[src/tws_pkg.sv]
// Constants, register map and state types of the two-wire serial channel.
// Assumes a 200 MHz APB clock and an 8-bit APB byte address.
package tws_pkg;

    ////////////////////////////////////////////////////////////////////////////
    // Timing
    localparam int CLK_PERIOD_NS = 5;
    localparam int SCLK_HALF_NS = 1000;
    localparam int SCLK_HALF_CYC = (SCLK_HALF_NS + CLK_PERIOD_NS - 1) / CLK_PERIOD_NS;
    localparam int DIV_W = 9;
    localparam logic [DIV_W-1:0] SCLK_HALF_LAST = DIV_W'(SCLK_HALF_CYC - 1);
    localparam logic [3:0] LAST_BIT = 4'h7;

    ////////////////////////////////////////////////////////////////////////////
    // Register byte addresses
    localparam logic [7:0] ADDR_CTRL = 8'h00;
    localparam logic [7:0] ADDR_TRIG = 8'h04;
    localparam logic [7:0] ADDR_SHIFT = 8'h08;
    localparam logic [7:0] ADDR_MATCH = 8'h0C;
    localparam logic [7:0] ADDR_STAT = 8'h10;

    // Control register fields
    localparam int CTRL_EN = 7;
    localparam int CTRL_AMATCH = 6;
    localparam int CTRL_WAKE = 5;
    localparam int CTRL_I2C = 4;
    localparam int CTRL_INTCLK = 3;
    localparam int CTRL_PINB = 2;
    localparam int CTRL_CLKLAT = 1;
    localparam int CTRL_ACKEN = 0;
    localparam logic [7:0] CTRL_WMASK = 8'hBF;

    // Trigger / detect register fields
    localparam int TRIG_REL = 0;
    localparam int TRIG_CMD = 1;
    localparam int TRIG_STOPD = 2;
    localparam int TRIG_COMMAND_DETECT = 3;
    localparam int TRIG_ACKD = 4;

    // Status register fields
    localparam int STAT_DONE = 0;
    localparam int STAT_BUSY = 1;
    localparam int STAT_WAIT = 2;
    localparam int STAT_SEL = 3;
    localparam int STAT_DIR = 4;

    // Reset values
    localparam logic [7:0] CTRL_RST = 8'h00;
    localparam logic [7:0] SHIFT_RST = 8'hFF;
    localparam logic [7:0] MATCH_RST = 8'h00;

    // Line bit order in the synchroniser
    localparam int LN_SCL = 0;
    localparam int LN_SDA_A = 1;
    localparam int LN_SDA_B = 2;
    localparam int LN_W = 3;

    // Shift engine states
    typedef enum logic [1:0] {SH_IDLE, SH_DATA, SH_ACK, SH_HOLD} tws_shift_t;

endpackage

[src/tws_line_if.sv]
// Synchronised line levels, edges and bus conditions shared inside the channel.
// Assumes one pclk domain for all parties of the interface.
`timescale 1ns/100ps
interface tws_line_if;
    import tws_pkg::*;
    logic [LN_W-1:0] lvl;
    logic [LN_W-1:0] rise;
    logic [LN_W-1:0] fall;
    logic pin_b;
    logic start_cond;
    logic stop_cond;
    modport sync (output lvl, output rise, output fall);
    modport cond (input lvl, input fall, input rise, input pin_b, output start_cond, output stop_cond);
    modport core (input lvl, input rise, input fall, input start_cond, input stop_cond, output pin_b);
endinterface

[src/tws_channel.sv]
// Two-wire serial channel: 8-bit shift engine, slave bus mode and APB registers.
// Assumes open-drain pins with external pull-ups and an APB master on pclk.
//
// Added by the designer: the APB register port and the address map.
`timescale 1ns/100ps

// Summary of operation
// RQ1: Transfers move eight bits, one bit per serial clock cycle.
// RQ2: The shift register advances on each falling serial clock edge.
// RQ3: Transmit data leaves the selected data pin most significant bit first.
// RQ4: The data pin level is captured on each rising serial clock edge.
// RQ5: After eight bits shifting stops and the done flag is set.
// RQ6: Software loads all ones before receiving so the data line is released.
// RQ7: Release trigger sets the output latch, command trigger clears it; both self-clear.
// RQ8: With internal clock, the idle clock pin level follows the port latch bit.
// RQ9: A shift register write starts only when enabled and the clock is high or stopped.
// RQ10: A write made while the channel is disabled never starts a transfer later.
// RQ11: The real bus level shifts back in, exposing transmit errors.
// RQ12: The match flag reads one when shift register equals the match value.
// RQ13: Data falling while clock is high is a start condition.
// RQ14: After a start the 7-bit address is compared; a match selects until start or stop.
// RQ15: The bit after the address gives direction: 0 master sends, 1 slave sends.
// RQ16: The receiver acknowledges every received byte.
// RQ17: A master receiver withholds acknowledge on its last byte.
// RQ18: Senders check acknowledge; a missing one ends the transfer.
// RQ19: Data rising while clock is high is a stop condition.
// RQ20: With wake-up on, only a matching address raises an interrupt.
// RQ21: The master supplies the clock throughout a transfer.
// RQ22: Only the master creates start, address and stop.
// RQ23: A slave not ready holds the clock low; the master waits for release.
// RQ24: Wake-up interrupts only for the address after a start; otherwise every transfer.
// RQ25: The data line is pulled low only for a zero bit, released otherwise.
module tws_channel import tws_pkg::*; (
    // Clock and reset
    input wire logic pclk,
    input wire logic presetn,
    // APB slave
    input wire logic psel,
    input wire logic penable,
    input wire logic pwrite,
    input wire logic [7:0] paddr,
    input wire logic [31:0] pwdata,
    output logic [31:0] prdata,
    output logic pready,
    output logic pslverr,
    // Serial clock pin
    input wire logic shift_clock_pin_in,
    output logic shift_clock_pin_out,
    output logic shift_clock_pin_oe,
    // Data pin a
    input wire logic serial_bus_pin_a_in,
    output logic serial_bus_pin_a_out,
    output logic serial_bus_pin_a_oe,
    // Data pin b
    input wire logic serial_bus_pin_b_in,
    output logic serial_bus_pin_b_out,
    output logic serial_bus_pin_b_oe,
    // Event
    output logic transfer_irq
);
    typedef struct packed {
        logic [7:0] ctrl;
        logic [7:0] slave_match_value;
        logic [7:0] serial_shift_register;
        tws_shift_t st;
        logic [3:0] cnt;
        logic [DIV_W-1:0] div;
        logic sck;
        logic rx_bit;
        logic rx_valid;
        logic addr_phase;
        logic selected;
        logic dir;
        logic ack_drive;
        logic output_latch_bit;
        logic transfer_done_flag;
        logic address_match_flag;
        logic command_detect;
        logic stop_detect;
        logic ack_detect;
        logic irq;
        logic sda_oe_a;
        logic sda_oe_b;
        logic scl_oe;
        logic pin_low;
        logic pready;
        logic pslverr;
        logic [31:0] prdata;
    } tws_core_t;

    tws_core_t s;
    tws_core_t next_s;
    tws_line_if ln();

    logic use_int;
    logic div_hit;
    logic rise_ev;
    logic fall_ev;
    logic sda_in;
    logic apb_wr;
    logic shift_wr;
    logic shift_ok;
    logic [7:0] shifted;

    ////////////////////////////////////////////////////////////////////////////
    // Level driven onto the data line by the engine state
    function automatic logic line_bit(input tws_core_t c);
        logic tx;
        tx = !c.ctrl[CTRL_I2C] || (c.selected && c.dir && !c.addr_phase);
        unique case (c.st)
            SH_DATA: line_bit = tx ? c.serial_shift_register[7] : 1'b1;
            SH_ACK: line_bit = !c.ack_drive;
            SH_IDLE, SH_HOLD: line_bit = c.output_latch_bit;
        endcase
    endfunction

    ////////////////////////////////////////////////////////////////////////////
    // Pin synchroniser and bus condition detector
    tws_sync u_sync (.pclk(pclk), .presetn(presetn),
        .pins({serial_bus_pin_b_in, serial_bus_pin_a_in, shift_clock_pin_in}), .ln(ln.sync));
    tws_cond u_cond (
        .pclk(pclk),
        .presetn(presetn),
        .ln(ln.cond)
    );

    ////////////////////////////////////////////////////////////////////////////
    // Clock edges, sampled data and access decode
    assign ln.pin_b = s.ctrl[CTRL_PINB];
    assign use_int = s.ctrl[CTRL_INTCLK] && !s.ctrl[CTRL_I2C];
    assign div_hit = use_int && (s.st != SH_IDLE) && (s.div == SCLK_HALF_LAST);
    assign rise_ev = use_int ? (div_hit && !s.sck) : ln.rise[LN_SCL];
    assign fall_ev = use_int ? (div_hit && s.sck) : ln.fall[LN_SCL];
    assign sda_in = s.ctrl[CTRL_PINB] ? ln.lvl[LN_SDA_B] : ln.lvl[LN_SDA_A];
    assign apb_wr = psel && penable && pwrite && s.pready;
    assign shift_wr = apb_wr && (paddr == ADDR_SHIFT);
    assign shift_ok = s.ctrl[CTRL_EN] && (s.ctrl[CTRL_I2C] ? (s.st == SH_HOLD) :
                      ((s.st == SH_IDLE) && (use_int || ln.lvl[LN_SCL])));
    assign shifted = {s.serial_shift_register[6:0], s.rx_bit};

    ////////////////////////////////////////////////////////////////////////////
    // Next state
    always_comb begin
        next_s = s;
        next_s.pready = 1'b0;
        next_s.pslverr = 1'b0;
        next_s.irq = 1'b0;

        // APB read data and answer, one wait state
        if (psel && penable && !s.pready) begin
            next_s.pready = 1'b1;
            next_s.prdata = '0;
            unique case (paddr)
                ADDR_CTRL: next_s.prdata[7:0] = {s.ctrl[7], s.address_match_flag, s.ctrl[5:0]};
                ADDR_TRIG: next_s.prdata[7:0] = {3'h0, s.ack_detect, s.command_detect, s.stop_detect, 2'h0};
                ADDR_SHIFT: next_s.prdata[7:0] = s.serial_shift_register;
                ADDR_MATCH: next_s.prdata[7:0] = s.slave_match_value;
                ADDR_STAT: next_s.prdata[7:0] = {3'h0, s.dir, s.selected, s.st == SH_HOLD,
                                                 s.st != SH_IDLE, s.transfer_done_flag};
                default: next_s.pslverr = 1'b1;
            endcase
        end

        // Register writes; clears come before hardware sets
        if (apb_wr) begin
            unique case (paddr)
                ADDR_CTRL: next_s.ctrl = pwdata[7:0] & CTRL_WMASK;
                ADDR_MATCH: next_s.slave_match_value = pwdata[7:0];
                ADDR_STAT: begin
                    if (pwdata[STAT_DONE]) next_s.transfer_done_flag = 1'b0;
                end
                ADDR_TRIG: begin
                    if (pwdata[TRIG_STOPD]) next_s.stop_detect = 1'b0;
                    if (pwdata[TRIG_COMMAND_DETECT]) next_s.command_detect = 1'b0;
                    if (pwdata[TRIG_ACKD]) next_s.ack_detect = 1'b0;
                    if (s.st == SH_IDLE && s.ctrl[CTRL_EN]) begin
                        if (pwdata[TRIG_REL]) next_s.output_latch_bit = 1'b1; // RQ7
                        if (pwdata[TRIG_CMD]) next_s.output_latch_bit = 1'b0; // RQ7
                    end
                end
                default: begin
                end
            endcase
        end

        // Transfer start on shift register write
        if (shift_wr && shift_ok) begin // RQ9 RQ10
            next_s.serial_shift_register = pwdata[7:0];
            next_s.st = SH_DATA;
            next_s.cnt = '0;
            next_s.rx_valid = 1'b0;
            next_s.div = '0;
            next_s.sck = 1'b1;
        end

        // Internal clock divider, runs only during a transfer
        if (use_int && s.st != SH_IDLE) begin
            next_s.div = div_hit ? '0 : s.div + 1'b1;
            if (div_hit) next_s.sck = !s.sck;
        end

        // Shift engine
        unique case (s.st)
            SH_IDLE, SH_HOLD: begin
            end
            SH_DATA: begin
                if (rise_ev) begin
                    next_s.rx_bit = sda_in; // RQ4 RQ11
                    next_s.rx_valid = 1'b1;
                end
                if (fall_ev && s.rx_valid) begin
                    next_s.serial_shift_register = shifted; // RQ2
                    next_s.rx_valid = 1'b0;
                    next_s.cnt = s.cnt + 1'b1;
                    if (s.cnt == LAST_BIT) begin // RQ1
                        next_s.address_match_flag = (shifted == s.slave_match_value); // RQ12
                        if (!s.ctrl[CTRL_I2C]) begin
                            next_s.st = SH_IDLE; // RQ5
                            next_s.transfer_done_flag = 1'b1; // RQ5
                            next_s.irq = 1'b1;
                        end else if (s.addr_phase) begin
                            next_s.st = SH_ACK;
                            next_s.selected = (shifted[7:1] == s.slave_match_value[7:1]); // RQ14
                            next_s.dir = shifted[0]; // RQ15
                            next_s.ack_drive = next_s.selected && s.ctrl[CTRL_ACKEN]; // RQ16
                        end else begin
                            next_s.st = SH_ACK;
                            next_s.ack_drive = s.selected && !s.dir && s.ctrl[CTRL_ACKEN]; // RQ16
                        end
                    end
                end
            end
            SH_ACK: begin
                if (rise_ev && s.selected && s.dir && !s.addr_phase) begin
                    next_s.ack_detect = !sda_in; // RQ18
                end
                if (fall_ev) begin
                    next_s.transfer_done_flag = 1'b1;
                    next_s.ack_drive = 1'b0;
                    next_s.addr_phase = 1'b0;
                    next_s.irq = s.ctrl[CTRL_WAKE] ? (s.addr_phase && s.selected) : 1'b1; // RQ20 RQ24
                    if (s.selected && s.dir && !s.addr_phase && !s.ack_detect) begin
                        next_s.selected = 1'b0; // RQ17 RQ18
                        next_s.st = SH_IDLE;
                    end else begin
                        next_s.st = s.selected ? SH_HOLD : SH_IDLE; // RQ23
                    end
                end
            end
        endcase

        // Bus conditions override the engine
        if (s.ctrl[CTRL_I2C] && ln.start_cond) begin
            next_s.command_detect = 1'b1; // RQ13
            next_s.st = SH_DATA;
            next_s.addr_phase = 1'b1; // RQ14
            next_s.selected = 1'b0;
            next_s.ack_drive = 1'b0;
            next_s.cnt = '0;
            next_s.rx_valid = 1'b0;
        end
        if (s.ctrl[CTRL_I2C] && ln.stop_cond) begin
            next_s.stop_detect = 1'b1; // RQ19
            next_s.st = SH_IDLE;
            next_s.addr_phase = 1'b0;
            next_s.selected = 1'b0;
            next_s.ack_drive = 1'b0;
        end

        // Disabled channel: engine stopped, command detect, stop detect and match flags cleared
        if (!next_s.ctrl[CTRL_EN]) begin
            next_s.st = SH_IDLE;
            next_s.address_match_flag = 1'b0;
            next_s.command_detect = 1'b0;
            next_s.stop_detect = 1'b0;
            next_s.selected = 1'b0;
            next_s.addr_phase = 1'b0;
            next_s.ack_drive = 1'b0;
        end
        if (next_s.st == SH_IDLE) begin
            next_s.sck = 1'b1;
            next_s.div = '0;
        end

        // Open-drain pin enables, low only for a zero bit
        next_s.sda_oe_a = next_s.ctrl[CTRL_EN] && !next_s.ctrl[CTRL_PINB] && !line_bit(next_s); // RQ25 RQ3
        next_s.sda_oe_b = next_s.ctrl[CTRL_EN] && next_s.ctrl[CTRL_PINB] && !line_bit(next_s); // RQ25 RQ3
        if (next_s.ctrl[CTRL_INTCLK] && !next_s.ctrl[CTRL_I2C]) begin
            next_s.scl_oe = (next_s.st == SH_IDLE) ? !next_s.ctrl[CTRL_CLKLAT] : !next_s.sck; // RQ8
        end else begin
            next_s.scl_oe = (next_s.st == SH_HOLD); // RQ23
        end
    end

    always_ff @(posedge pclk or negedge presetn) begin
        if (!presetn) begin
            s <= '0;
            s.ctrl <= CTRL_RST;
            s.slave_match_value <= MATCH_RST;
            s.serial_shift_register <= SHIFT_RST;
            s.output_latch_bit <= 1'b1;
            s.sck <= 1'b1;
        end else begin
            s <= next_s;
        end
    end

    ////////////////////////////////////////////////////////////////////////////
    // Outputs
    assign prdata = s.prdata;
    assign pready = s.pready;
    assign pslverr = s.pslverr;
    assign shift_clock_pin_out = s.pin_low;
    assign shift_clock_pin_oe = s.scl_oe;
    assign serial_bus_pin_a_out = s.pin_low;
    assign serial_bus_pin_a_oe = s.sda_oe_a;
    assign serial_bus_pin_b_out = s.pin_low;
    assign serial_bus_pin_b_oe = s.sda_oe_b;
    assign transfer_irq = s.irq;
endmodule

[src/tws_cond.sv]
// Start and stop condition detector on the selected data line.
// Assumes synchronised levels and edges from the synchroniser.
`timescale 1ns/100ps
module tws_cond import tws_pkg::*; (
    // Clock and reset
    input wire logic pclk,
    input wire logic presetn,
    // Line view
    tws_line_if.cond ln
);
    typedef struct packed {
        logic start_cond;
        logic stop_cond;
    } tws_cond_t;

    tws_cond_t s;
    tws_cond_t next_s;
    logic sda_fall;
    logic sda_rise;

    assign sda_fall = ln.pin_b ? ln.fall[LN_SDA_B] : ln.fall[LN_SDA_A];
    assign sda_rise = ln.pin_b ? ln.rise[LN_SDA_B] : ln.rise[LN_SDA_A];

    ////////////////////////////////////////////////////////////////////////////
    // Data edge while the clock line stays high
    always_comb begin
        next_s.start_cond = ln.lvl[LN_SCL] && sda_fall; // RQ13
        next_s.stop_cond = ln.lvl[LN_SCL] && sda_rise; // RQ19
    end

    always_ff @(posedge pclk or negedge presetn) begin
        if (!presetn) begin
            s <= '0;
        end else begin
            s <= next_s;
        end
    end

    assign ln.start_cond = s.start_cond;
    assign ln.stop_cond = s.stop_cond;
endmodule

[src/tws_sync.sv]
// Two-flop synchroniser with edge detect for the clock and data pins.
// Assumes pins idle high through external pull-ups.
`timescale 1ns/100ps
module tws_sync import tws_pkg::*; (
    // Clock and reset
    input wire logic pclk,
    input wire logic presetn,
    // Raw pins and synchronised view
    input wire logic [LN_W-1:0] pins,
    tws_line_if.sync ln
);
    typedef struct packed {
        logic [LN_W-1:0] meta;
        logic [LN_W-1:0] lvl;
        logic [LN_W-1:0] prev;
    } tws_sync_t;

    tws_sync_t s;
    tws_sync_t next_s;

    ////////////////////////////////////////////////////////////////////////////
    // Next state: meta feeds only lvl
    always_comb begin
        next_s = s;
        next_s.meta = pins;
        next_s.lvl = s.meta;
        next_s.prev = s.lvl;
    end

    always_ff @(posedge pclk or negedge presetn) begin
        if (!presetn) begin
            s <= '1;
        end else begin
            s <= next_s;
        end
    end

    // Levels and one-cycle edge pulses
    assign ln.lvl = s.lvl;
    assign ln.rise = s.lvl & ~s.prev;
    assign ln.fall = ~s.lvl & s.prev;
endmodule
[config.mk]
export PLATFORM = sky130hd
export DESIGN_NAME = tws_channel
export DESIGN_NICKNAME = d
export VERILOG_FILES = /design/src/tws_pkg.sv /design/src/tws_line_if.sv /design/src/tws_channel.sv /design/src/tws_cond.sv /design/src/tws_sync.sv
export SDC_FILE = /design/constraint.sdc
export NUM_CORES = 1
export LEC_CHECK = 0
export ABC_AREA = 1
export BUFFER_PORTS_ARGS = -buffer_cell sky130_fd_sc_hd__buf_2
export CAP_MARGIN = 0
export CORE_ASPECT_RATIO = 1.2
export CORE_MARGIN = 3
export CORE_UTILIZATION = 45
export DETAILED_ROUTE_END_ITERATION = 8
export HOLD_SLACK_MARGIN = 0.05
export PLACE_DENSITY = 0.65
export SETUP_SLACK_MARGIN = 0.3
export SYNTH_ARGS = -nofsm -noshare
export SYNTH_HDL_FRONTEND = slang
export SYNTH_SLANG_ARGS = --single-unit
[constraint.sdc]
create_clock -name pclk -period 2.9 [get_ports pclk]
set_input_delay 0.145 -clock pclk [delete_from_list [all_inputs] [get_ports pclk]]
set_output_delay 0.145 -clock pclk [all_outputs]
set_load 0.05 [all_outputs]
; ---- Word level (Yosys, flattened, before mapping)
; Cells that the tools add are included.
[classes]
bitwise_logic = 4
n_mux = 84
n_eq_ne = 23
addsub = 2
reduce_logical = 65
[op_table]
columns = operator, count
row1 = two-way mux 1 bit, 44
row2 = case mux 8 bit (5 select lines), 1
row3 = logical AND 1 bit, 36
row4 = two-way mux 34 bit, 1
row5 = two-way mux 2 bit, 14
row6 = two-way mux 24 bit, 1
row7 = two-way mux 8 bit, 3
row8 = two-way mux 3 bit, 7
row9 = two-way mux 10 bit, 2
row10 = equality test 8 x 4 -> 1 bit (second input constant), 2
row11 = two-way mux 16 bit, 1
row12 = logical NOT 1 bit, 14
row13 = two-way mux 14 bit, 1
row14 = inequality test 3 x 1 -> 1 bit (second input constant), 4
row15 = adder 9 x 1 -> 9 bit (second input constant), 1
row16 = equality test 9 x 8 -> 1 bit (second input constant), 1
row17 = two-way mux 9 bit, 1
row18 = AND reduction 3 bit, 3
row19 = equality test 2 bit (second input constant), 4
row20 = equality test 8 x 3 -> 1 bit (second input constant), 1
row21 = equality test 8 x 5 -> 1 bit (second input constant), 1
row22 = equality test 8 bit, 1
row23 = logical NOT 8 bit, 1
row24 = case mux 1 bit (2 select lines), 4
row25 = other kinds (19), 29
[totals]
elab_cells = 210
in_bits = 48
out_inout_bits = 41
reg_bits = 76

; ---- Longest topological paths before layout
; Gate-level depths: netlist of run 1.
[logic_depth]
word_depth = 21
mapped_depth = 22
mapped_depth_nobuf = 22

; ---- By module
; From an unflattened synthesis of run 1, not the netlist that was laid out.
[unflattened]
hier_cells = 549
area_unflattened_um2 = 4391.7
[modules_own_cells]
columns = mod, cells_each, seq_area_each_um2, area_each_um2, instances
row1 = tws_channel, 513, 1639.1, 4000.1, 1
row2 = tws_sync, 24, 236.5, 304.0, 1
row3 = tws_cond, 12, 50.0, 87.6, 1

; ---- Worst setup path after synthesis of run 1
; OpenSTA, ideal clock, no wires.
[synth_timing]
path_type = register to register
startpoint = reg s, in the netlist pready
endpoint = reg s[59] (netlist name)
required_ns = 2.823
period_less_slack_ns = 2.624
t_arrival_ns = 2.547
stages_incl_launch_ff = 15
path_slack_ns = 0.276
path_cell_list = dfrtp_1 -> nand4_1 -> a211oi_1 -> nand3_2 -> inv_2 -> buf_6 -> o21ai_1 -> o311ai_1 -> nand2_1 -> ha_1 -> inv_1 -> nand3_1 -> inv_1 -> o21ai_0 -> a21oi_1
[synth_via]
elab_chain_len = 12
elab_cells_between_ends = 15
[synth_lines]
columns = item, line_no
row1 = "start, declared", tws_channel.sv:91  ; tws_core_t s;
row2 = "start signal, assigned", tws_channel.sv:304  ; s <= next_s;
row3 = logical AND 1 bit (*), tws_channel.sv:135  ; assign apb_wr = psel && penable && pwrite && s.pready;
row4 = logical AND 1 bit, tws_channel.sv:136  ; assign shift_wr = apb_wr && (paddr == ADDR_SHIFT);
row5 = logical AND 1 bit, tws_channel.sv:187  ; if (shift_wr && shift_ok) begin
row6 = two-way mux 24 bit, tws_channel.sv:187
row7 = two-way mux 2 bit, tws_channel.sv:215  ; if (s.cnt == LAST_BIT) begin
row8 = two-way mux 14 bit, tws_channel.sv:211  ; if (fall_ev && s.rx_valid) begin
row9 = case mux 2 bit (2 select lines), tws_channel.sv:203  ; unique case (s.st)
row10 = two-way mux 6 bit, tws_channel.sv:253  ; if (s.ctrl[CTRL_I2C] && ln.start_cond) begin
row11 = two-way mux 2 bit, tws_channel.sv:262  ; if (s.ctrl[CTRL_I2C] && ln.stop_cond) begin
row12 = two-way mux 2 bit, tws_channel.sv:271  ; if (!next_s.ctrl[CTRL_EN]) begin
row13 = logical NOT 2 bit, tws_channel.sv:280  ; if (next_s.st == SH_IDLE) begin
row14 = nonzero test 3 bit (no line) or two-way mux 10 bit (tied branches), --
; Mark *: on every way between the ends. The rest lies on a longest branch, timed or not. The select of a mux whose other input is x is not followed.
; A chain may end at the register's enable or synchronous reset.

==> flow_summary.json, run 1 <==
{
  "timing.critical_path.required_ps": 3190,
  "synth-edff-count": 0,
  "critPathKind": "reg2reg",
  "final_net_count": 646,
  "h_tree_level_count": 3,
  "final.setup_skew_ps": 9.44,
  "dieArea_um2": 10900,
  "grt_pass1_wl_um": 16800,
  "synth_area_per_cell_um2": 8.21,
  "static-leakage-power_nw": 2.50,
  "post-route-worst-setup-slack_ps": 334,
  "startpoint_type": "flip-flop",
  "drt_pre_antenna_iters": 4,
  "timing.setup.tns_ps": 0,
  "fmaxAchievable_ghz": 0.390,
  "worstPathCellList": "ha_2 -> nand2_4 -> nor3_4 -> nand3_4 -> nand2_4 -> nand2_4 -> inv_2 -> nand2_2 -> nand2_1 -> nand2_1 -> o21ai_1 -> o311ai_2 -> nand2_1 -> buf_4 -> buf_6 -> inv_4 -> ha_4 -> inv_2 -> o21ai_2 -> inv_1 -> nand2_2 -> a21oi_2",
  "syn2layout_area_growth_pct": 16.1,
  "yosysTopAreaCell": "dfrtp_1",
  "preCtsSetupSlack_ps": 37.8,
  "clock_sinks": 76,
  "power.density_nw_per_um2": 745,
  "placer_congestion_estimate": 0.938,
  "timing.max_slew.rel_slack_pct": 36.2,
  "routed_len_inst_um": 14.4,
  "gr-usage-all-layers_pct": 20.0,
  "synth_top_cells_by_count": "nand2_1, inv_1, dfrtp_1, o21ai_0",
  "detailedRoute.firstIterationViolations": 180,
  "finalCritPeriodShare_pct": 88.5,
  "drv.max_cap_violation_count": 0,
  "via_per_inst": 5.02,
  "hold_viol": 0,
  "synth.cell_area_um2": 4360,
  "top_cells_by_area_in_the_synthesized_netlist": "dfrtp_1, dfstp_2, nand2_1",
  "antenna_found_initial": 0,
  "dieHeight_um": 114,
  "synth.top_cell.area_share_pct": 32.7,
  "rsz0062_at_grt": "yes",
  "result_of_the_run": "finished clean",
  "critPathSlowestCell": "dfrtp_1",
  "core.rowCount": 38,
  "io-pin-count": 89,
  "r2r_setup_slack_ps": 330,
  "grt_pass1_vias": 3409,
  "clock_latency_ps": 350,
  "timing.critical_path.arrival_ps": 2860,
  "synthesis.instances": 531,
  "initial_utilization_pct": 47.3,
  "grt_start_max_net_pins": 77,
  "yosysMostFrequentCell": "nand2_1",
  "globalRouteOverflowTotal": 0,
  "setup_viol_count_final": 0,
  "final_layout_size_suffix_gt1_share_pct": 24.5,
  "hold_path_class": "in2reg",
  "clockRootBuffer": "clkbuf_8",
  "async_flop_share_pct": 100,
  "cts-buffers-inserted": 9,
  "dp_hpwl_um": 7540,
  "chipWidth_um": 95.8,
  "post_cts_clock_slew_at_the_launch_and_capture_registers_of_the_worst_setup_and_hold_paths_ps": 90,
  "critical-path-max-stage-delay_ps": 380,
  "critical_path_peak_fanout": 5,
  "sequential_area_share_after_synthesis_pct": 44.2,
  "tritoncts_clock_tree": "yes",
  "port_buffers": 37,
  "vias": 3578,
  "antennaDiodeCount": 0,
  "post-route-drc-count": 0,
  "final_antenna_net_count": 0,
  "slew_violations": 0,
  "worstSetupEndpointType": "flip-flop",
  "max-clock-path-buffers": 2,
  "period_minus_slack_ps": 2570,
  "yosys_most_used_dff": "dfrtp_1",
  "wl_um": 10300,
  "fillerInstances": 865,
  "irDropWorstVdd_mv": 0.434,
  "yosys_warnings": 0,
  "synth_seq_cells": 76,
  "worst_tran_pin_value_ps": 957,
  "synth.lib_cells_used.distinct": 51,
  "core_area_um2": 9220
}
==> sequential cells by signal (all words and copies together) (netlist names) <==
signal	cells
transfer_irq	1
pready	1
ln.pin_b	1
s	50
pslverr	1
prdata	8
u_sync.ln.lvl	3
u_cond.ln.start_cond	1
shift_clock_pin_oe	1
serial_bus_pin_a_oe	1
u_sync.s	3
u_cond.ln.stop_cond	1
serial_bus_pin_b_oe	1
u_sync.next_s	3
==> metal layers <==
metal  vias to the layer above  wire [um]  global-route usage [%]
li1                       1774          -                       -
met1                      1680       4440                    26.2
met2                       106       4970                    32.4
met3                        18        608                    3.50
met4                         0        260                    8.73
met5                         -          0                       0
==> final timing paths <==
path,from,endpoint,depth (start not counted)
min in group asynchronous,presetn,serial_bus_pin_b_oe,2
setup / recovery,s[53],serial_bus_pin_b_oe,22
setup reg to reg,s[53],serial_bus_pin_b_oe,22
hold / removal,pwdata[6],s[81],3
max in group asynchronous,presetn,pready,2
hold reg to reg,u_sync.next_s[3],u_sync.ln.lvl[0],0
==> critical path: cells and delay by family (launching register included) <==
kind | cells | cell delay, ps
buffers and inverters | 6 | 420
AOI/OAI and AO/OA | 4 | 390
adders and majority gates | 2 | 360
DFF | 1 | 380
and+or+nand+nor | 10 | 950
==> per-stage QoR <==
| stage | power (mW) | util (%) | cell area [um2] | cells | hold WS (ps) |
|---|---|---|---|---|---|
| floorplan | 2.29 | - | 4460 | 557 | -151 |
| global placement | 2.58 | 49.4 | 4560 | 681 | 251 |
| detailed placement | 2.61 | 49.4 | 4560 | 681 | 251 |
| CTS | 3.63 | 53.2 | 4900 | 705 | 61.6 |
| global route | 4.03 | 54.9 | 5060 | 713 | 51.0 |
| finish | 3.77 | 54.9 | 5060 | 713 | 79.2 |
==> repair_timing <==
action,CTS,global route
setup endpoints to repair,12,12
buffers inserted,1,8
hold buffers,7,0
gates resized for setup,11,32
gates cloned,0,0
endpoints found under the hold margin,63,0
pin swaps,4,16
==> cell type report <==
type / count / area, um2 / share of cell area (%)
Inverter: 74 / 288 / 5.68
Clock inverter: 6 / 85.1 / 1.68
Multi-Input combinational cell: 362 / 2040 / 40.2
Clock buffer: 10 / 149 / 2.94
Timing Repair Buffer: 65 / 427 / 8.43
Tap cell: 120 / 150 / 2.97
Sequential cell: 76 / 1930 / 38.1
==> cell families after synthesis <==
group,Yosys count,share of synthesized area (%)
and+or+nand+nor,208,22.5
buffers and inverters,119,13.9
AOI/OAI and AO/OA,106,14.2
DFF,76,44.2
adders and majority gates,10,2.87
xor gates and xnor gates,10,2.01
other,1,0.0860
muxes,1,0.258
==> layout by cell type (no fill, tap or decap), types with 5 or more instances in the layout <==
cell and count:
conb_1 27, nor2_1 37, nand4_1 5, dfrtp_1 56, nand3_1 13, buf_4 19, inv_2 10, dlygate4sd3_1 7
nand3_4 5, nand2_1 122, xnor2_1 7, o21ai_0 34, dfstp_2 19, a21oi_1 28, inv_1 60, o21ai_1 9
clkbuf_8 9, a31oi_1 5, ha_1 6, buf_2 36
==> where the power goes <==
part	internal, mW	switching [mW]	leakage, nW
sequential	1.24	0.133	0.928
combinational	0.564	0.894	1.46
clock	0.534	0.408	0.113
total	2.33	1.44	2.50
Power figures use the tool's default switching activity.
==> run 2, diff against run 1 <==
--- a/config.mk
+++ b/config.mk
@@ -6,14 +6,14 @@
 export NUM_CORES = 1
 export LEC_CHECK = 0
 export ABC_AREA = 1
-export BUFFER_PORTS_ARGS = -buffer_cell sky130_fd_sc_hd__buf_2
 export CAP_MARGIN = 0
 export CORE_ASPECT_RATIO = 1.2
 export CORE_MARGIN = 3
 export CORE_UTILIZATION = 45
 export DETAILED_ROUTE_END_ITERATION = 8
+export DONT_BUFFER_PORTS = 1
 export HOLD_SLACK_MARGIN = 0.05
-export PLACE_DENSITY = 0.65
+export PLACE_DENSITY = 0.57
 export SETUP_SLACK_MARGIN = 0.3
 export SYNTH_ARGS = -nofsm -noshare
 export SYNTH_HDL_FRONTEND = slang
==> run 2 against run 1 <==
Against the previous run: sequential power is 6% higher; highest routed layer unchanged; sequential share of layout area is 1.0 points higher; register-to-register slack better by 130 ps; hold slack worse by 21 ps.
==> flow_summary.json, run 2 (same netlist as run 1, synthesis figures left out) <==
{
  "result_of_the_run": "finished clean",
  "hold_path_class": "in2reg",
  "critical_path_peak_fanout": 4,
  "worst_tran_pin_value_ps": 530,
  "max-clock-path-buffers": 2,
  "grt_pass1_wl_um": 16900,
  "switching_power_mw": 1.42,
  "hold_viol": 0,
  "post-route-drc-count": 0,
  "io-pin-count": 89,
  "grt_pass1_vias": 3349,
  "final_antenna_net_count": 0,
  "numPlacedInstances": 644,
  "placer_congestion_estimate": 0.916,
  "syn2layout_area_growth_pct": 13.1,
  "tritoncts_clock_tree": "yes",
  "static-leakage-power_nw": 2.37,
  "comb_power_share_pct": 37.3,
  "cp_num_buf_inv": 5,
  "detailedRoute.firstIterationViolations": 252,
  "critPathSlowestCell": "dfrtp_1",
  "initial_utilization_pct": 47.3,
  "antennaDiodeCount": 0,
  "timing.critical_path.arrival_ps": 2720,
  "critical-path-max-stage-delay_ps": 420,
  "dieArea_um2": 10900,
  "antenna_found_initial": 0,
  "globalRouteOverflowTotal": 0,
  "slew_violations": 0,
  "final.setup_skew_ps": 13.9,
  "gr-usage-all-layers_pct": 20.6,
  "port_buffers": 0,
  "clockRootBuffer": "clkbuf_8",
  "commonest_non_fill_non_tap_cell_in_the_layout": "nand2_1",
  "stdcell_area_um2": 4930,
  "internal_pwr_total_mw": 2.15,
  "dieHeight_um": 114,
  "worstSetupEndpointType": "flip-flop",
  "switching_share_pct": 39.8,
  "stdcell_count": 686,
  "r2r_setup_slack_ps": 460,
  "startpoint_type": "flip-flop",
  "clock_latency_ps": 360,
  "setup_viol_count_final": 0,
  "clockPowerShare_pct": 22.2,
  "regToRegStartpoint": "s[53]",
  "crit_end": "serial_bus_pin_a_oe",
  "power.density_nw_per_um2": 724,
  "regMostFlops": "s",
  "clock_sinks": 76,
  "via_per_inst": 5.09,
  "p_seq_share_pct": 40.5,
  "drv.max_cap_violation_count": 0,
  "dp_hpwl_um": 7940,
  "post_cts_clock_slew_at_the_launch_and_capture_registers_of_the_worst_setup_and_hold_paths_ps": 80,
  "logic_depth_of_the_worst_path_buffers_included": 21,
  "grt_start_max_net_pins": 77,
  "period_minus_slack_ps": 2440,
  "post_dp_cell_area_um2": 4370,
  "routed_len_inst_um": 15.7,
  "largest_register_ffs": 50,
  "worstPathCellList": "ha_4 -> nand2_4 -> nor3_4 -> nand3_4 -> nand2_4 -> nand2_4 -> inv_2 -> nand2_2 -> nand2_1 -> nand2_1 -> o21ai_2 -> o311ai_1 -> nand2_1 -> buf_6 -> inv_4 -> ha_4 -> inv_2 -> o21ai_1 -> inv_1 -> nand2_2 -> a21oi_2",
  "timing.max_slew.rel_slack_pct": 64.6,
  "chipWidth_um": 95.8,
  "rsz0062_at_grt": "no",
  "worst_setup_path_startpoint": "s[53]",
  "critPathKind": "reg2reg",
  "drt_pre_antenna_iters": 4,
  "post-route-util_pct": 53.4,
  "timing.setup.tns_ps": 0,
  "wl_um": 10700,
  "vias": 3492,
  "cts-buffers-inserted": 9,
  "fillerInstances": 878,
  "final_layout_size_suffix_gt1_share_pct": 18.7,
  "fmaxAchievable_ghz": 0.410,
  "worst_path_dominant_cell_family": "simple AND/OR/NAND/NOR gates",
  "hold_slack_ps": 58.0,
  "core_area_um2": 9220,
  "timing.critical_path.required_ps": 3180,
  "layout_common_cells": "nand2_1, inv_1, dfrtp_1, nor2_1, o21ai_0",
  "regToRegEndpoint": "serial_bus_pin_a_oe",
  "core.rowCount": 38,
  "finalCritPeriodShare_pct": 84.2,
  "h_tree_level_count": 3,
  "final_net_count": 619,
  "irDropWorstVdd_mv": 0.499,
  "worst_r2r_path_depth": 21
}
## run 2: changes by cell type in the layout (fill, tap and decap cells not counted), sizes merged
cell | before | now
buf | 58 | 24
bufinv | 2 | 1
clkbuf | 10 | 11
clkinv | 2 | 4
clkinvlp | 2 | 0
dlygate4sd3 | 7 | 14
## run 2: metrics by stage
step / power (mW) / worst slack [ps]
3_3_place_gp: 2.50 / 175
3_5_place_dp: 2.53 / 68.0
5_1_grt: 3.81 / 231
2_1_floorplan: 2.29 / 403
4_1_cts: 3.42 / 311
6_report: 3.57 / 460
## run 2: routing by layer
metal	track usage [%]	vias to the layer above	wire, um	share of wire [%]
met1	25.7	1662	4580	43
met3	4.22	18	475	4.4
met5	0	-	0	0
met2	34.2	96	5420	50
met4	8.92	0	272	2.5
li1	-	1716	-	-
## run 2: how the worst min path moves through the flow
stage | from | endpoint | cells after the start
after global routing | paddr[0] | pslverr | 4
after detailed placement | presetn | s[80] | 0
final | pwdata[3] | s[78] | 2
after global placement | presetn | s[81] | 0
after floorplan | presetn | ln.pin_b | 0
after CTS | paddr[0] | pslverr | 4
## run 2: area by class of cell
type	instances	area, um2	area share [%]
Clock inverter	5	53.8	1.09
Inverter	74	288	5.84
Tap cell	120	150	3.05
Clock buffer	11	131	2.66
Sequential cell	76	1930	39.1
Multi-Input combinational cell	362	2030	41.3
Timing Repair Buffer	38	345	7.01
## run 2: what timing repair did
| item | in CTS | in global routing |
|---|---|---|
| pin swaps | 3 | 14 |
| endpoints found under the hold margin | 100 | 0 |
| gates cloned | 0 | 1 |
| setup endpoints to repair | 11 | 12 |
| resized for setup | 7 | 30 |
| setup buffers | 3 | 7 |
| hold buffers | 15 | 0 |
## run 2: power by group through the flow
stage                     clock network, mW  logic [mW]  registers [mW]
after floorplan                           0       0.885            1.40
after global placement                    0        1.03            1.47
after detailed placement                  0        1.06            1.47
after CTS                             0.811        1.16            1.45
after global routing                  0.865        1.48            1.47
final                                 0.792        1.33            1.45
==> run 3, diff against run 2 <==
==> constraint.sdc (replaced) <==
create_clock -name pclk -period 2.3 [get_ports pclk]
set_input_delay 0.115 -clock pclk [delete_from_list [all_inputs] [get_ports pclk]]
set_output_delay 0.115 -clock pclk [all_outputs]
set_load 0.05 [all_outputs]
==> run 3 against run 2 <==
Against the previous run: the run now ends with setup timing left; sequential cell count did not move; clock power rose by 30%; combinational power rose by 80%; die area did not move; count of clock-buffer cells in the layout rose by 1; sequential share of layout area fell by 3.4 points; critical endpoint is now shift_clock_pin_oe; worst setup slack got worse by 670 ps; cell area rose by 9.4%; power rose by 47%; first-iteration DRC count fell by 47%; hold slack improved by 38 ps; global-route usage rose by 1.0 points.
==> flow_summary.json, run 3 (same netlist as run 1, synthesis figures left out) <==
{
  "layout_common_cells": "nand2_1, inv_1, buf_4, dfrtp_1, nor2_1",
  "port_buffers": 0,
  "chipWidth_um": 95.8,
  "worstHoldStart": "paddr[4]",
  "numPlacedInstances": 680,
  "dieArea_um2": 10900,
  "final.setup_skew_ps": 8.51,
  "post-route-worst-setup-slack_ps": -208,
  "grt_pass1_vias": 3585,
  "timing.setup.tns_ps": -1840,
  "stdcell_count": 728,
  "critPathKind": "reg2reg",
  "regMostFlops": "s",
  "wl_um": 11200,
  "drt_pre_antenna_iters": 5,
  "worstPathCellList": "ha_1 -> nand2_1 -> nor3_1 -> nand3_2 -> nand2_4 -> nand2_4 -> inv_4 -> nand2_4 -> nand2_2 -> nand2_1 -> o21ai_1 -> o311ai_2 -> nand2_2 -> buf_6 -> inv_4 -> buf_4 -> buf_6 -> ha_4 -> nand2_2 -> o21ai_2",
  "regToRegStartpoint": "s[52]",
  "final_antenna_net_count": 0,
  "gr-usage-all-layers_pct": 21.6,
  "critical-path-max-stage-delay_ps": 350,
  "critPathSlowestCell": "dfrtp_1",
  "fmaxAchievable_ghz": 0.399,
  "via_per_inst": 5.09,
  "post_cts_clock_slew_at_the_launch_and_capture_registers_of_the_worst_setup_and_hold_paths_ps": 80,
  "slew_violations": 0,
  "clockRootBuffer": "clkbuf_8",
  "worstSetupEndpointType": "flip-flop",
  "io-pin-count": 89,
  "finalCritPeriodShare_pct": 109,
  "core.rowCount": 38,
  "hold_viol": 0,
  "hold_path_class": "in2reg",
  "irDropWorstVdd_mv": 0.607,
  "dieHeight_um": 114,
  "worst_r2r_path_depth": 20,
  "timing.critical_path.arrival_ps": 2760,
  "rsz0062_at_grt": "yes",
  "antennaDiodeCount": 0,
  "clock_latency_ps": 360,
  "h_tree_level_count": 3,
  "vias": 3704,
  "antenna_found_initial": 0,
  "worst_tran_pin_value_ps": 499,
  "grt_pass1_wl_um": 17700,
  "timing.max_slew.rel_slack_pct": 66.6,
  "detailedRoute.firstIterationViolations": 134,
  "timing.hold.worst_path_depth": 4,
  "result_of_the_run": "finished with violations",
  "grt_start_max_net_pins": 77,
  "post-route-drc-count": 0,
  "syn2layout_area_growth_pct": 23.7,
  "hold_slack_ps": 95.6,
  "initial_utilization_pct": 47.3,
  "worst_path_dominant_cell_family": "simple AND/OR/NAND/NOR gates",
  "tritoncts_clock_tree": "yes",
  "drv.max_cap_violation_count": 0,
  "r2r_setup_slack_ps": -210,
  "static-leakage-power_nw": 2.60,
  "regToRegEndpoint": "shift_clock_pin_oe",
  "power.density_nw_per_um2": 974,
  "clock_sinks": 76,
  "critical_path_peak_fanout": 4,
  "period_minus_slack_ps": 2510,
  "largest_register_ffs": 50,
  "final_net_count": 661,
  "dp_hpwl_um": 8270,
  "placer_congestion_estimate": 0.927,
  "max-clock-path-buffers": 2,
  "finalPower_mw": 5.25,
  "routed_len_inst_um": 15.4,
  "core_area_um2": 9220,
  "globalRouteOverflowTotal": 0,
  "timing.critical_path.required_ps": 2550,
  "commonest_non_fill_non_tap_cell_in_the_layout": "nand2_1",
  "holdPathEnd": "pslverr",
  "setup_viol_count_final": 12,
  "final_layout_size_suffix_gt1_share_pct": 28.0,
  "startpoint_type": "flip-flop",
  "cts-buffers-inserted": 9,
  "cp_num_buf_inv": 5,
  "failing_checks": "setup timing",
  "fillerInstances": 862
}
==> run 3: cell types whose count changed in the layout (fill, tap and decap cells not counted), moves of 3 or more <==
cell | previous run | this run
buf_4 | 20 | 57
o21ai_2 | 3 | 6
inv_1 | 63 | 60
nand2_2 | 3 | 7
a21oi_1 | 27 | 23
buf_6 | 2 | 6
nand2_1 | 123 | 118
nand3_2 | 3 | 6
o21ai_0 | 35 | 30
a21oi_2 | 3 | 7
==> run 3: worst register-to-register path: stages, from the launching register on <==
cell and delay (ps):
dfrtp_1 350, ha_1 180, nand2_1 90, nor3_1 240
nand3_2 150, nand2_4 130, nand2_4 60, inv_4 60
nand2_4 50, nand2_2 50, nand2_1 50, o21ai_1 90
o311ai_2 120, nand2_2 140, buf_6 120, inv_4 30
buf_4 120, buf_6 110, ha_4 150, nand2_2 50
o21ai_2 60
==> run 3: timing repair <==
item / in CTS / in global routing
buffers inserted: 5 / 10
gates resized for setup: 30 / 32
hold endpoints to repair: 103 / 0
pin swaps: 11 / 18
hold buffers: 16 / 0
setup endpoints to repair: 24 / 30
gates cloned: 1 / 0
==> run 3: per-stage QoR <==
step / cell area, um2 / utilization, % / worst slack, ps
3_5_place_dp: 4680 / 50.8 / -235
4_1_cts: 5220 / 56.6 / -119
3_3_place_gp: 4680 / 50.8 / -173
5_1_grt: 5390 / 58.5 / -424
2_1_floorplan: 4500 / - / -30.0
6_report: 5390 / 58.5 / -208
==> run 3: worst max path at each step <==
stage | endpoint | cells past startpoint | slack (ps) | startpoint
after floorplan | s[55] | 14 | -30 | pready
after global placement | s[59] | 19 | -170 | s[66]
after detailed placement | s[60] | 21 | -240 | s[66]
after CTS | s[60] | 21 | -120 | s[66]
after global routing | serial_bus_pin_b_oe | 21 | -420 | s[53]
final | shift_clock_pin_oe | 20 | -210 | s[52]
==> run 3: cell type report <==
cell class	instances	area, um2	area share (%)
Inverter	74	300	5.57
Clock buffer	12	145	2.69
Timing Repair Buffer	79	673	12.5
Tap cell	120	150	2.78
Clock inverter	4	48.8	0.905
Sequential cell	76	1930	35.7
Multi-Input combinational cell	363	2150	39.9
==> run 3: metal layers <==
metal  wire [um]  GRT usage (%)  part of all wire, %  up-vias
li1            -              -                    -     1804
met1        4480           25.2                   40     1764
met2        5800           37.8                   52      113
met3         594           4.82                  5.3       23
met4         342           8.82                  3.0        0
met5           0              0                    0        -
==> run 3: report_power, final <==
part | internal, mW | total [mW] | leakage (nW) | switching, mW
logic | 1.11 | 2.39 | 1.58 | 1.28
clock network | 0.530 | 1.03 | 0.100 | 0.498
registers | 1.56 | 1.83 | 0.928 | 0.273
total | 3.20 | 5.25 | 2.60 | 2.05
